File: src/hdl/acis_pkg.sv
package acis_pkg;
    // Register map: one 16-bit register, offset of our own choosing
    localparam int ADDR_W = 4;
    localparam logic [3:0] SEL_REG_ADDR = 4'h0;
    localparam int DATA_W = 16;
    localparam logic [15:0] SEL_RESET = 16'h0000;
    localparam logic [15:0] SEL_WMASK = 16'h0707;
    // Field positions
    localparam int NB_HI = 10;
    localparam int NB_LO = 9;
    localparam int SB_BIT = 8;
    localparam int NA_HI = 2;
    localparam int NA_LO = 1;
    localparam int SA_BIT = 0;
    // Positive-input pin numbers per channel (pin index 0..5, 7 = not connected)
    localparam logic [2:0] PIN_NC = 3'h7;
    localparam logic [2:0] PIN_0 = 3'h0;
    localparam logic [2:0] PIN_1 = 3'h1;
    localparam logic [2:0] PIN_2 = 3'h2;
    localparam logic [2:0] PIN_3 = 3'h3;
    localparam logic [2:0] PIN_4 = 3'h4;
    localparam logic [2:0] PIN_5 = 3'h5;
    typedef enum logic [1:0] {
        ACIS_NEG_GND = 2'b00,
        ACIS_NEG_RSV = 2'b10
    } acis_neg_t;
endpackage : acis_pkg

File: src/hdl/acis_route.sv
`timescale 1ns/100ps
// Decodes one sample's select fields into per-channel routing codes
module acis_route (
    input wire logic large_variant,
    input wire logic pos_sel,
    input wire logic [1:0] neg_sel,
    output logic [2:0] ch1_pos,
    output logic [2:0] ch2_pos,
    output logic [2:0] ch3_pos,
    output logic neg_ground,
    output logic neg_reserved
);
    always_comb begin
        neg_ground = ~neg_sel[1];
        neg_reserved = neg_sel[1];
        if (!pos_sel) begin
            ch1_pos = acis_pkg::PIN_0;
            ch2_pos = acis_pkg::PIN_1;
            ch3_pos = acis_pkg::PIN_2;
        end else if (large_variant) begin
            ch1_pos = acis_pkg::PIN_3;
            ch2_pos = acis_pkg::PIN_4;
            ch3_pos = acis_pkg::PIN_5;
        end else begin
            ch1_pos = acis_pkg::PIN_3;
            ch2_pos = acis_pkg::PIN_NC;
            ch3_pos = acis_pkg::PIN_NC;
        end
    end
endmodule : acis_route

File: src/hdl/acis_top.sv
`timescale 1ns/100ps
// Behaviour
// - Sample B negative field bits 10-9 ground negative inputs when upper bit is 0.
// - Small variant: sample B positive bit set routes ch1 to pin 3, others open.
// - Large variant: sample B positive bit set routes channels to pins 3, 4, 5.
// - Sample A negative field bits 2-1 ground negative inputs when upper bit is 0.
// - Small variant: sample A positive bit set routes ch1 to pin 3, others open.
// - Bits 15-11 and 7-3 read zero; all select bits reset to zero.
module acis_top #(
    parameter bit LARGE_VARIANT = 1'b0
) (
    input wire logic sys_clk,
    input wire logic srst,
    input wire logic [3:0] reg_addr,
    input wire logic [15:0] reg_wdata,
    input wire logic reg_wr,
    input wire logic reg_rd,
    input wire logic alt_sample_b,
    output logic [15:0] reg_rdata,
    output logic [2:0] ch1_pos_sel,
    output logic [2:0] ch2_pos_sel,
    output logic [2:0] ch3_pos_sel,
    output logic neg_analog_ground,
    output logic neg_reserved_code
);
    logic [15:0] sel_reg, sel_next;
    logic [15:0] rdata_reg, rdata_next;
    logic [2:0] c1_reg, c2_reg, c3_reg;
    logic [2:0] c1_next, c2_next, c3_next;
    logic gnd_reg, rsv_reg;
    logic gnd_next, rsv_next;
    logic [2:0] a1, a2, a3, b1, b2, b3;
    logic a_gnd, a_rsv, b_gnd, b_rsv;
    logic sel_hit_wr, sel_hit_rd;

    // Only one offset is mapped; any other address reads zero and ignores writes
    function automatic logic sel_hit(input logic [3:0] addr);
        sel_hit = (addr == acis_pkg::SEL_REG_ADDR);
    endfunction : sel_hit

    // Ports are fixed at 16 data and 4 address bits
    if (acis_pkg::DATA_W != 16) begin : g_bad_data_w
        $error("register width must be 16 bits");
    end
    if (acis_pkg::ADDR_W != 4) begin : g_bad_addr_w
        $error("address width must be 4 bits");
    end
    // Fields must lie inside the word in their fixed order, without overlap
    if (acis_pkg::NB_HI >= acis_pkg::DATA_W) begin : g_bad_nb_pos
        $error("sample B negative field lies outside the register");
    end
    if (acis_pkg::SB_BIT >= acis_pkg::NB_LO) begin : g_bad_sb_pos
        $error("sample B positive bit overlaps its negative field");
    end
    if (acis_pkg::NA_HI >= acis_pkg::SB_BIT) begin : g_bad_na_pos
        $error("sample A negative field overlaps sample B");
    end
    if (acis_pkg::SA_BIT >= acis_pkg::NA_LO) begin : g_bad_sa_pos
        $error("sample A positive bit overlaps its negative field");
    end

    acis_route u_route_a (
        .large_variant(LARGE_VARIANT),
        .pos_sel(sel_reg[acis_pkg::SA_BIT]),
        .neg_sel(sel_reg[acis_pkg::NA_HI:acis_pkg::NA_LO]),
        .ch1_pos(a1),
        .ch2_pos(a2),
        .ch3_pos(a3),
        .neg_ground(a_gnd),
        .neg_reserved(a_rsv)
    );
    acis_route u_route_b (
        .large_variant(LARGE_VARIANT),
        .pos_sel(sel_reg[acis_pkg::SB_BIT]),
        .neg_sel(sel_reg[acis_pkg::NB_HI:acis_pkg::NB_LO]),
        .ch1_pos(b1),
        .ch2_pos(b2),
        .ch3_pos(b3),
        .neg_ground(b_gnd),
        .neg_reserved(b_rsv)
    );

    always_comb begin
        sel_hit_wr = reg_wr && sel_hit(reg_addr);
        sel_hit_rd = reg_rd && sel_hit(reg_addr);
        sel_next = sel_reg;
        rdata_next = 16'h0000;
        // Unimplemented bits are never stored, so reads see zero
        if (sel_hit_wr) begin
            sel_next = reg_wdata & acis_pkg::SEL_WMASK;
        end
        if (sel_hit_rd) begin
            rdata_next = sel_reg & acis_pkg::SEL_WMASK;
        end
    end

    always_ff @(posedge sys_clk) begin
        if (srst) begin
            sel_reg <= acis_pkg::SEL_RESET;
            rdata_reg <= 16'h0000;
        end else begin
            sel_reg <= sel_next;
            rdata_reg <= rdata_next;
        end
    end

    // Sample pick follows the alternate-sample level from the neighbouring sequencer
    always_comb begin
        if (alt_sample_b) begin
            c1_next = b1;
            c2_next = b2;
            c3_next = b3;
            gnd_next = b_gnd;
            rsv_next = b_rsv;
        end else begin
            c1_next = a1;
            c2_next = a2;
            c3_next = a3;
            gnd_next = a_gnd;
            rsv_next = a_rsv;
        end
    end

    // Registered routing costs one cycle but keeps the analog switch controls glitch-free
    always_ff @(posedge sys_clk) begin
        if (srst) begin
            // Same routing as an all-zero register
            c1_reg <= acis_pkg::PIN_0;
            c2_reg <= acis_pkg::PIN_1;
            c3_reg <= acis_pkg::PIN_2;
            gnd_reg <= 1'h1;
            rsv_reg <= 1'h0;
        end else begin
            c1_reg <= c1_next;
            c2_reg <= c2_next;
            c3_reg <= c3_next;
            gnd_reg <= gnd_next;
            rsv_reg <= rsv_next;
        end
    end

    assign reg_rdata = rdata_reg;
    assign ch1_pos_sel = c1_reg;
    assign ch2_pos_sel = c2_reg;
    assign ch3_pos_sel = c3_reg;
    assign neg_analog_ground = gnd_reg;
    assign neg_reserved_code = rsv_reg;

    chk_reserved_zero: assert property (@(posedge sys_clk) disable iff (srst)
        (sel_reg & ~acis_pkg::SEL_WMASK) == 16'h0000)
        else $error("unimplemented select bits hold a one");

    chk_write_lands: assert property (@(posedge sys_clk) disable iff (srst)
        sel_hit_wr
        |=> sel_reg == ($past(reg_wdata) & acis_pkg::SEL_WMASK))
        else $error("register write did not land");

    chk_unmapped_hold: assert property (@(posedge sys_clk) disable iff (srst)
        reg_wr && !sel_hit(reg_addr)
        |=> $stable(sel_reg))
        else $error("write to an unmapped address changed the register");

    chk_sel_hold: assert property (@(posedge sys_clk) disable iff (srst)
        !sel_hit_wr
        |=> $stable(sel_reg))
        else $error("register changed without a write");

    chk_read_data: assert property (@(posedge sys_clk) disable iff (srst)
        reg_rd && reg_addr == acis_pkg::SEL_REG_ADDR && !reg_wr
        |=> reg_rdata == ($past(sel_reg) & acis_pkg::SEL_WMASK))
        else $error("read data mismatch");

    chk_rdata_idle: assert property (@(posedge sys_clk) disable iff (srst)
        !sel_hit_rd
        |=> reg_rdata == 16'h0000)
        else $error("read data not zero outside a mapped read");

    chk_reset_route: assert property (@(posedge sys_clk)
        srst
        |=> reg_rdata == 16'h0000 && neg_analog_ground && !neg_reserved_code
            && ch1_pos_sel == acis_pkg::PIN_0 && ch2_pos_sel == acis_pkg::PIN_1
            && ch3_pos_sel == acis_pkg::PIN_2)
        else $error("outputs not at reset values after reset");

    chk_b_neg_gnd: assert property (@(posedge sys_clk) disable iff (srst)
        alt_sample_b |=> neg_analog_ground == !$past(sel_reg[acis_pkg::NB_HI]))
        else $error("sample B negative select wrong");

    chk_b_neg_rsv: assert property (@(posedge sys_clk) disable iff (srst)
        alt_sample_b
        |=> neg_reserved_code == $past(sel_reg[acis_pkg::NB_HI]))
        else $error("sample B reserved code flag wrong");

    chk_a_neg_gnd: assert property (@(posedge sys_clk) disable iff (srst)
        !alt_sample_b |=> neg_analog_ground == !$past(sel_reg[acis_pkg::NA_HI]))
        else $error("sample A negative select wrong");

    chk_a_neg_rsv: assert property (@(posedge sys_clk) disable iff (srst)
        !alt_sample_b
        |=> neg_reserved_code == $past(sel_reg[acis_pkg::NA_HI]))
        else $error("sample A reserved code flag wrong");

    chk_b_small_set: assert property (@(posedge sys_clk) disable iff (srst)
        !LARGE_VARIANT && alt_sample_b && sel_reg[acis_pkg::SB_BIT]
        |=> ch1_pos_sel == 3'h3 && ch2_pos_sel == 3'h7 && ch3_pos_sel == 3'h7)
        else $error("small variant sample B routing wrong");

    chk_b_large_set: assert property (@(posedge sys_clk) disable iff (srst)
        LARGE_VARIANT && alt_sample_b && sel_reg[acis_pkg::SB_BIT]
        |=> ch1_pos_sel == 3'h3 && ch2_pos_sel == 3'h4 && ch3_pos_sel == 3'h5)
        else $error("large variant sample B routing wrong");

    chk_b_clear_route: assert property (@(posedge sys_clk) disable iff (srst)
        alt_sample_b && !sel_reg[acis_pkg::SB_BIT]
        |=> ch1_pos_sel == 3'h0 && ch2_pos_sel == 3'h1 && ch3_pos_sel == 3'h2)
        else $error("sample B default routing wrong");

    chk_a_small_set: assert property (@(posedge sys_clk) disable iff (srst)
        !LARGE_VARIANT && !alt_sample_b && sel_reg[acis_pkg::SA_BIT]
        |=> ch1_pos_sel == 3'h3 && ch2_pos_sel == 3'h7 && ch3_pos_sel == 3'h7)
        else $error("small variant sample A routing wrong");

    chk_a_large_set: assert property (@(posedge sys_clk) disable iff (srst)
        LARGE_VARIANT && !alt_sample_b && sel_reg[acis_pkg::SA_BIT]
        |=> ch1_pos_sel == 3'h3 && ch2_pos_sel == 3'h4 && ch3_pos_sel == 3'h5)
        else $error("large variant sample A routing wrong");

    chk_a_clear_route: assert property (@(posedge sys_clk) disable iff (srst)
        !alt_sample_b && !sel_reg[acis_pkg::SA_BIT]
        |=> ch1_pos_sel == 3'h0 && ch2_pos_sel == 3'h1 && ch3_pos_sel == 3'h2)
        else $error("sample A default routing wrong");
endmodule : acis_top

File: config.mk
export PLATFORM = sky130hd
export DESIGN_NAME = acis_top
export DESIGN_NICKNAME = d
export VERILOG_FILES = /design/src/hdl/acis_pkg.sv /design/src/hdl/acis_route.sv /design/src/hdl/acis_top.sv
export SDC_FILE = /design/constraint.sdc
export NUM_CORES = 1
export LEC_CHECK = 0
export ABC_AREA = 1
export BUFFER_PORTS_ARGS = -buffer_cell sky130_fd_sc_hd__buf_4
export CORE_UTILIZATION = 46
export CTS_CLUSTER_DIAMETER = 120
export CTS_CLUSTER_SIZE = 20
export DETAILED_ROUTE_END_ITERATION = 8
export PLACE_DENSITY = 0.88
export SLEW_MARGIN = 40
export SYNTH_ARGS = -nofsm -noshare
export SYNTH_HDL_FRONTEND = slang
export SYNTH_HIERARCHICAL = 1
export SYNTH_SLANG_ARGS = --single-unit
File: constraint.sdc
create_clock -name sys_clk -period 0.9 [get_ports sys_clk]
set_input_delay 0.09 -clock sys_clk [delete_from_list [all_inputs] [get_ports sys_clk]]
set_output_delay 0.09 -clock sys_clk [all_outputs]
set_load 0.02 [all_outputs]
==> reports/results.ini <==
[min_path]
min_path_cells=3
whs_endpoint=neg_analog_ground$_SDFF_PP1_
hp-class=input port to register
holdCritStartpoint=alt_sample_b

[critical_path]
reg2reg_depth=4
endpoint_kind=primary output
rrSetupSlack_ns=0.13
r2r-start=sel_reg[8]$_SDFFE_PP0P_
critPathRequiredTime_ns=0.81
r2r_end=ch2_pos_sel[1]$_SDFF_PP0_
slowest_stage=dfxtp_1
worst-path-buf-inv=1
cp.arrival_ns=0.77
crit_path_start_kind=register
cp_slowest_stage_delay_ns=0.32
cp_max_fo=1
path_cells=buf_4
crit_type=register to primary output
crit_family=flip-flops

[power_and_ir_drop]
power_density_mw_per_mm2=1400
intPower_mw=1.33
ir_worst_vdd_mv=0.975
p_sw_mw=0.470
power_frac_clock=0.253
finalPower_mw=1.80
seq_power_share=0.588
switching_share=0.260
p_comb_frac=0.158
p_leak_nw=0.645

[die]
initial_core_util=0.497
fp.coreArea_sq_mm=0.00223
dieHeight_um=51.1
die_w_um=51.1
dieArea_sq_mm=0.00261
ios=52
rows=17

[clock_network]
ctsHoldBuffers=0
root_buffer=clkbuf_4
cts_max_level=1
cts_buffers=3
clk_pin_slew_ns=0.11
clockBufferDepth=2
cts_tree=built
insertion_delay_ns=0.30
post-cts-setup-buffers=0
cts_sinks=23
cts.repair.resized=0

[cells_and_area]
seq_area_sq_um=469
layout.nets=197
fillers=219
diodes=0
drive_above_1_share=0.298
stdcell_area_sq_mm=0.00128
multiInputGateArea_sq_um=398
syn_to_final_growth_pct=15.8

[sta]
rsz0062_at_grt=no
final-max-slew-violation-count=0
tns_ns=0
worst_slack_ns=0.0425
finClkSkew_ns=0.00240
hold_viol=0
period_share=0.953
hold_slack_ns=0.0820
fmax_ghz=1.17
period_needed_ns=0.857
setup_violations=0

[route]
drt_first_pass_iters=4
drt_iter0_drc=8
post-route-drc-count=0
num_vias=833
finalWirelength_mm=1.67
wl_per_cell_um=8.37
viasPerCell=4.19
detail-route-antenna-nets=0

[grt]
grt_first_pass_wirelength_mm=2.80
grt_pass1_vias=694
antenna_found_initial=0
grt_max_degree=13
grt-ovfl-total=0
grt_use_total=0.144

[placement]
post-place-ws_ns=0.0336
hpwl_mm=1.26
place_congestion=0.780
dpl-instance-area_sq_mm=0.00123
port-buffer-count=31

[yosys]
syn_avg_cell_area_sq_um=7.40
yosys_warnings=6
syn_inst=150
ys_ff_latch=23
synth-seq-area-share=0.415
synth_cell_type_count=16
synthesis.area_sq_mm=0.00111

[job]
drv_cap=0

[run_status]
status=finished clean

how the worst max path moves through the flow:
stage                                           end  slack [ns]                 startpoint  cells past startpoint
after global placement      reg_rdata[0]$_SDFF_PP0_        0.04                reg_addr[3]                      4
after floorplan           ch1_pos_sel[1]$_SDFF_PP0_        0.13    sel_reg[0]$_SDFFE_PP0P_                      3
after detailed placement    reg_rdata[2]$_SDFF_PP0_        0.03                reg_addr[3]                      4
after global routing                 ch1_pos_sel[1]      0.0004  ch1_pos_sel[1]$_SDFF_PP0_                      1
final                                ch2_pos_sel[2]        0.04  ch2_pos_sel[2]$_SDFF_PP0_                      1
after CTS                            ch2_pos_sel[0]        0.02  ch2_pos_sel[0]$_SDFF_PP1_                      1
metal layers:
| layer | part of all wire | routed length (um) | track usage | vias up |
|---|---|---|---|---|
| li1 | - | - | - | 449 |
| met1 | 0.43 | 724 | 0.165 | 345 |
| met2 | 0.48 | 802 | 0.241 | 34 |
| met3 | 0.052 | 86 | 0.0268 | 5 |
| met4 | 0.031 | 51 | 0.0972 | 0 |
| met5 | 0 | 0 | 0 | - |
tightest hold or removal path, stage by stage:
cell and delay (ns):
buf_4 0.14, nand2_1 0.06, nand3_1 0.07
cell usage in the layout, fill, tap and decap left out:
cell type  netlist  routed
o21ai_0          5       5
o21ai_1          3       3
inv_1           22      22
nand3_4          1       1
buf_4           26      28
nor2_4           2       2
conb_1           3      16
nand4_1          6       6
nor2_1          28      28
inv_2            2       2
nor2_2           2       2
dfxtp_1         23      16
dfxtp_2          0       7
nand4_2          1       1
clkbuf_1         0       1
nand2_1         20      20
clkbuf_4         0       3
buf_6            0       5
nand3_1          3       3
Yosys cell counts (all sizes together):
cell,n,share of area
conb,3,0.010
dfxtp,23,0.41
inv,24,0.081
nand2,20,0.068
nand3,4,0.029
nand4,7,0.045
buf,29,0.19
nor2,32,0.13
o21ai,8,0.036
cell type report:
class	instances	share of cell area
sequential	23	0.365
multi-input combinational	87	0.310
timing repair buffer	33	0.207
inverter	24	0.0701
tap	28	0.0273
clock buffer	4	0.0204
through the flow:
stage	instances	utilization
6_report	199	0.575
5_1_grt	199	0.575
4_1_cts	199	0.563
3_5_place_dp	195	0.551
3_3_place_gp	195	0.551
2_1_floorplan	163	-
power groups by stage:
stage                     Combinational [mW]  Clock (mW)  Sequential, mW
after floorplan                        0.194           0            1.11
after detailed placement               0.281           0            1.08
final                                  0.286       0.457            1.06
after global routing                   0.317       0.527            1.07
after global placement                 0.277           0            1.08
after CTS                              0.282       0.478            1.06
logic make-up (layout without fill, tap and decap cells):
group | after synthesis | after routing | synth area share
and+or+nand+nor | 63 | 63 | 0.268
buffers and inverters | 53 | 61 | 0.271
DFF | 23 | 23 | 0.415
AOI/OAI and AO/OA | 8 | 8 | 0.0361
other | 3 | 16 | 0.0101
No activity file was read; power rests on OpenSTA's default activity.
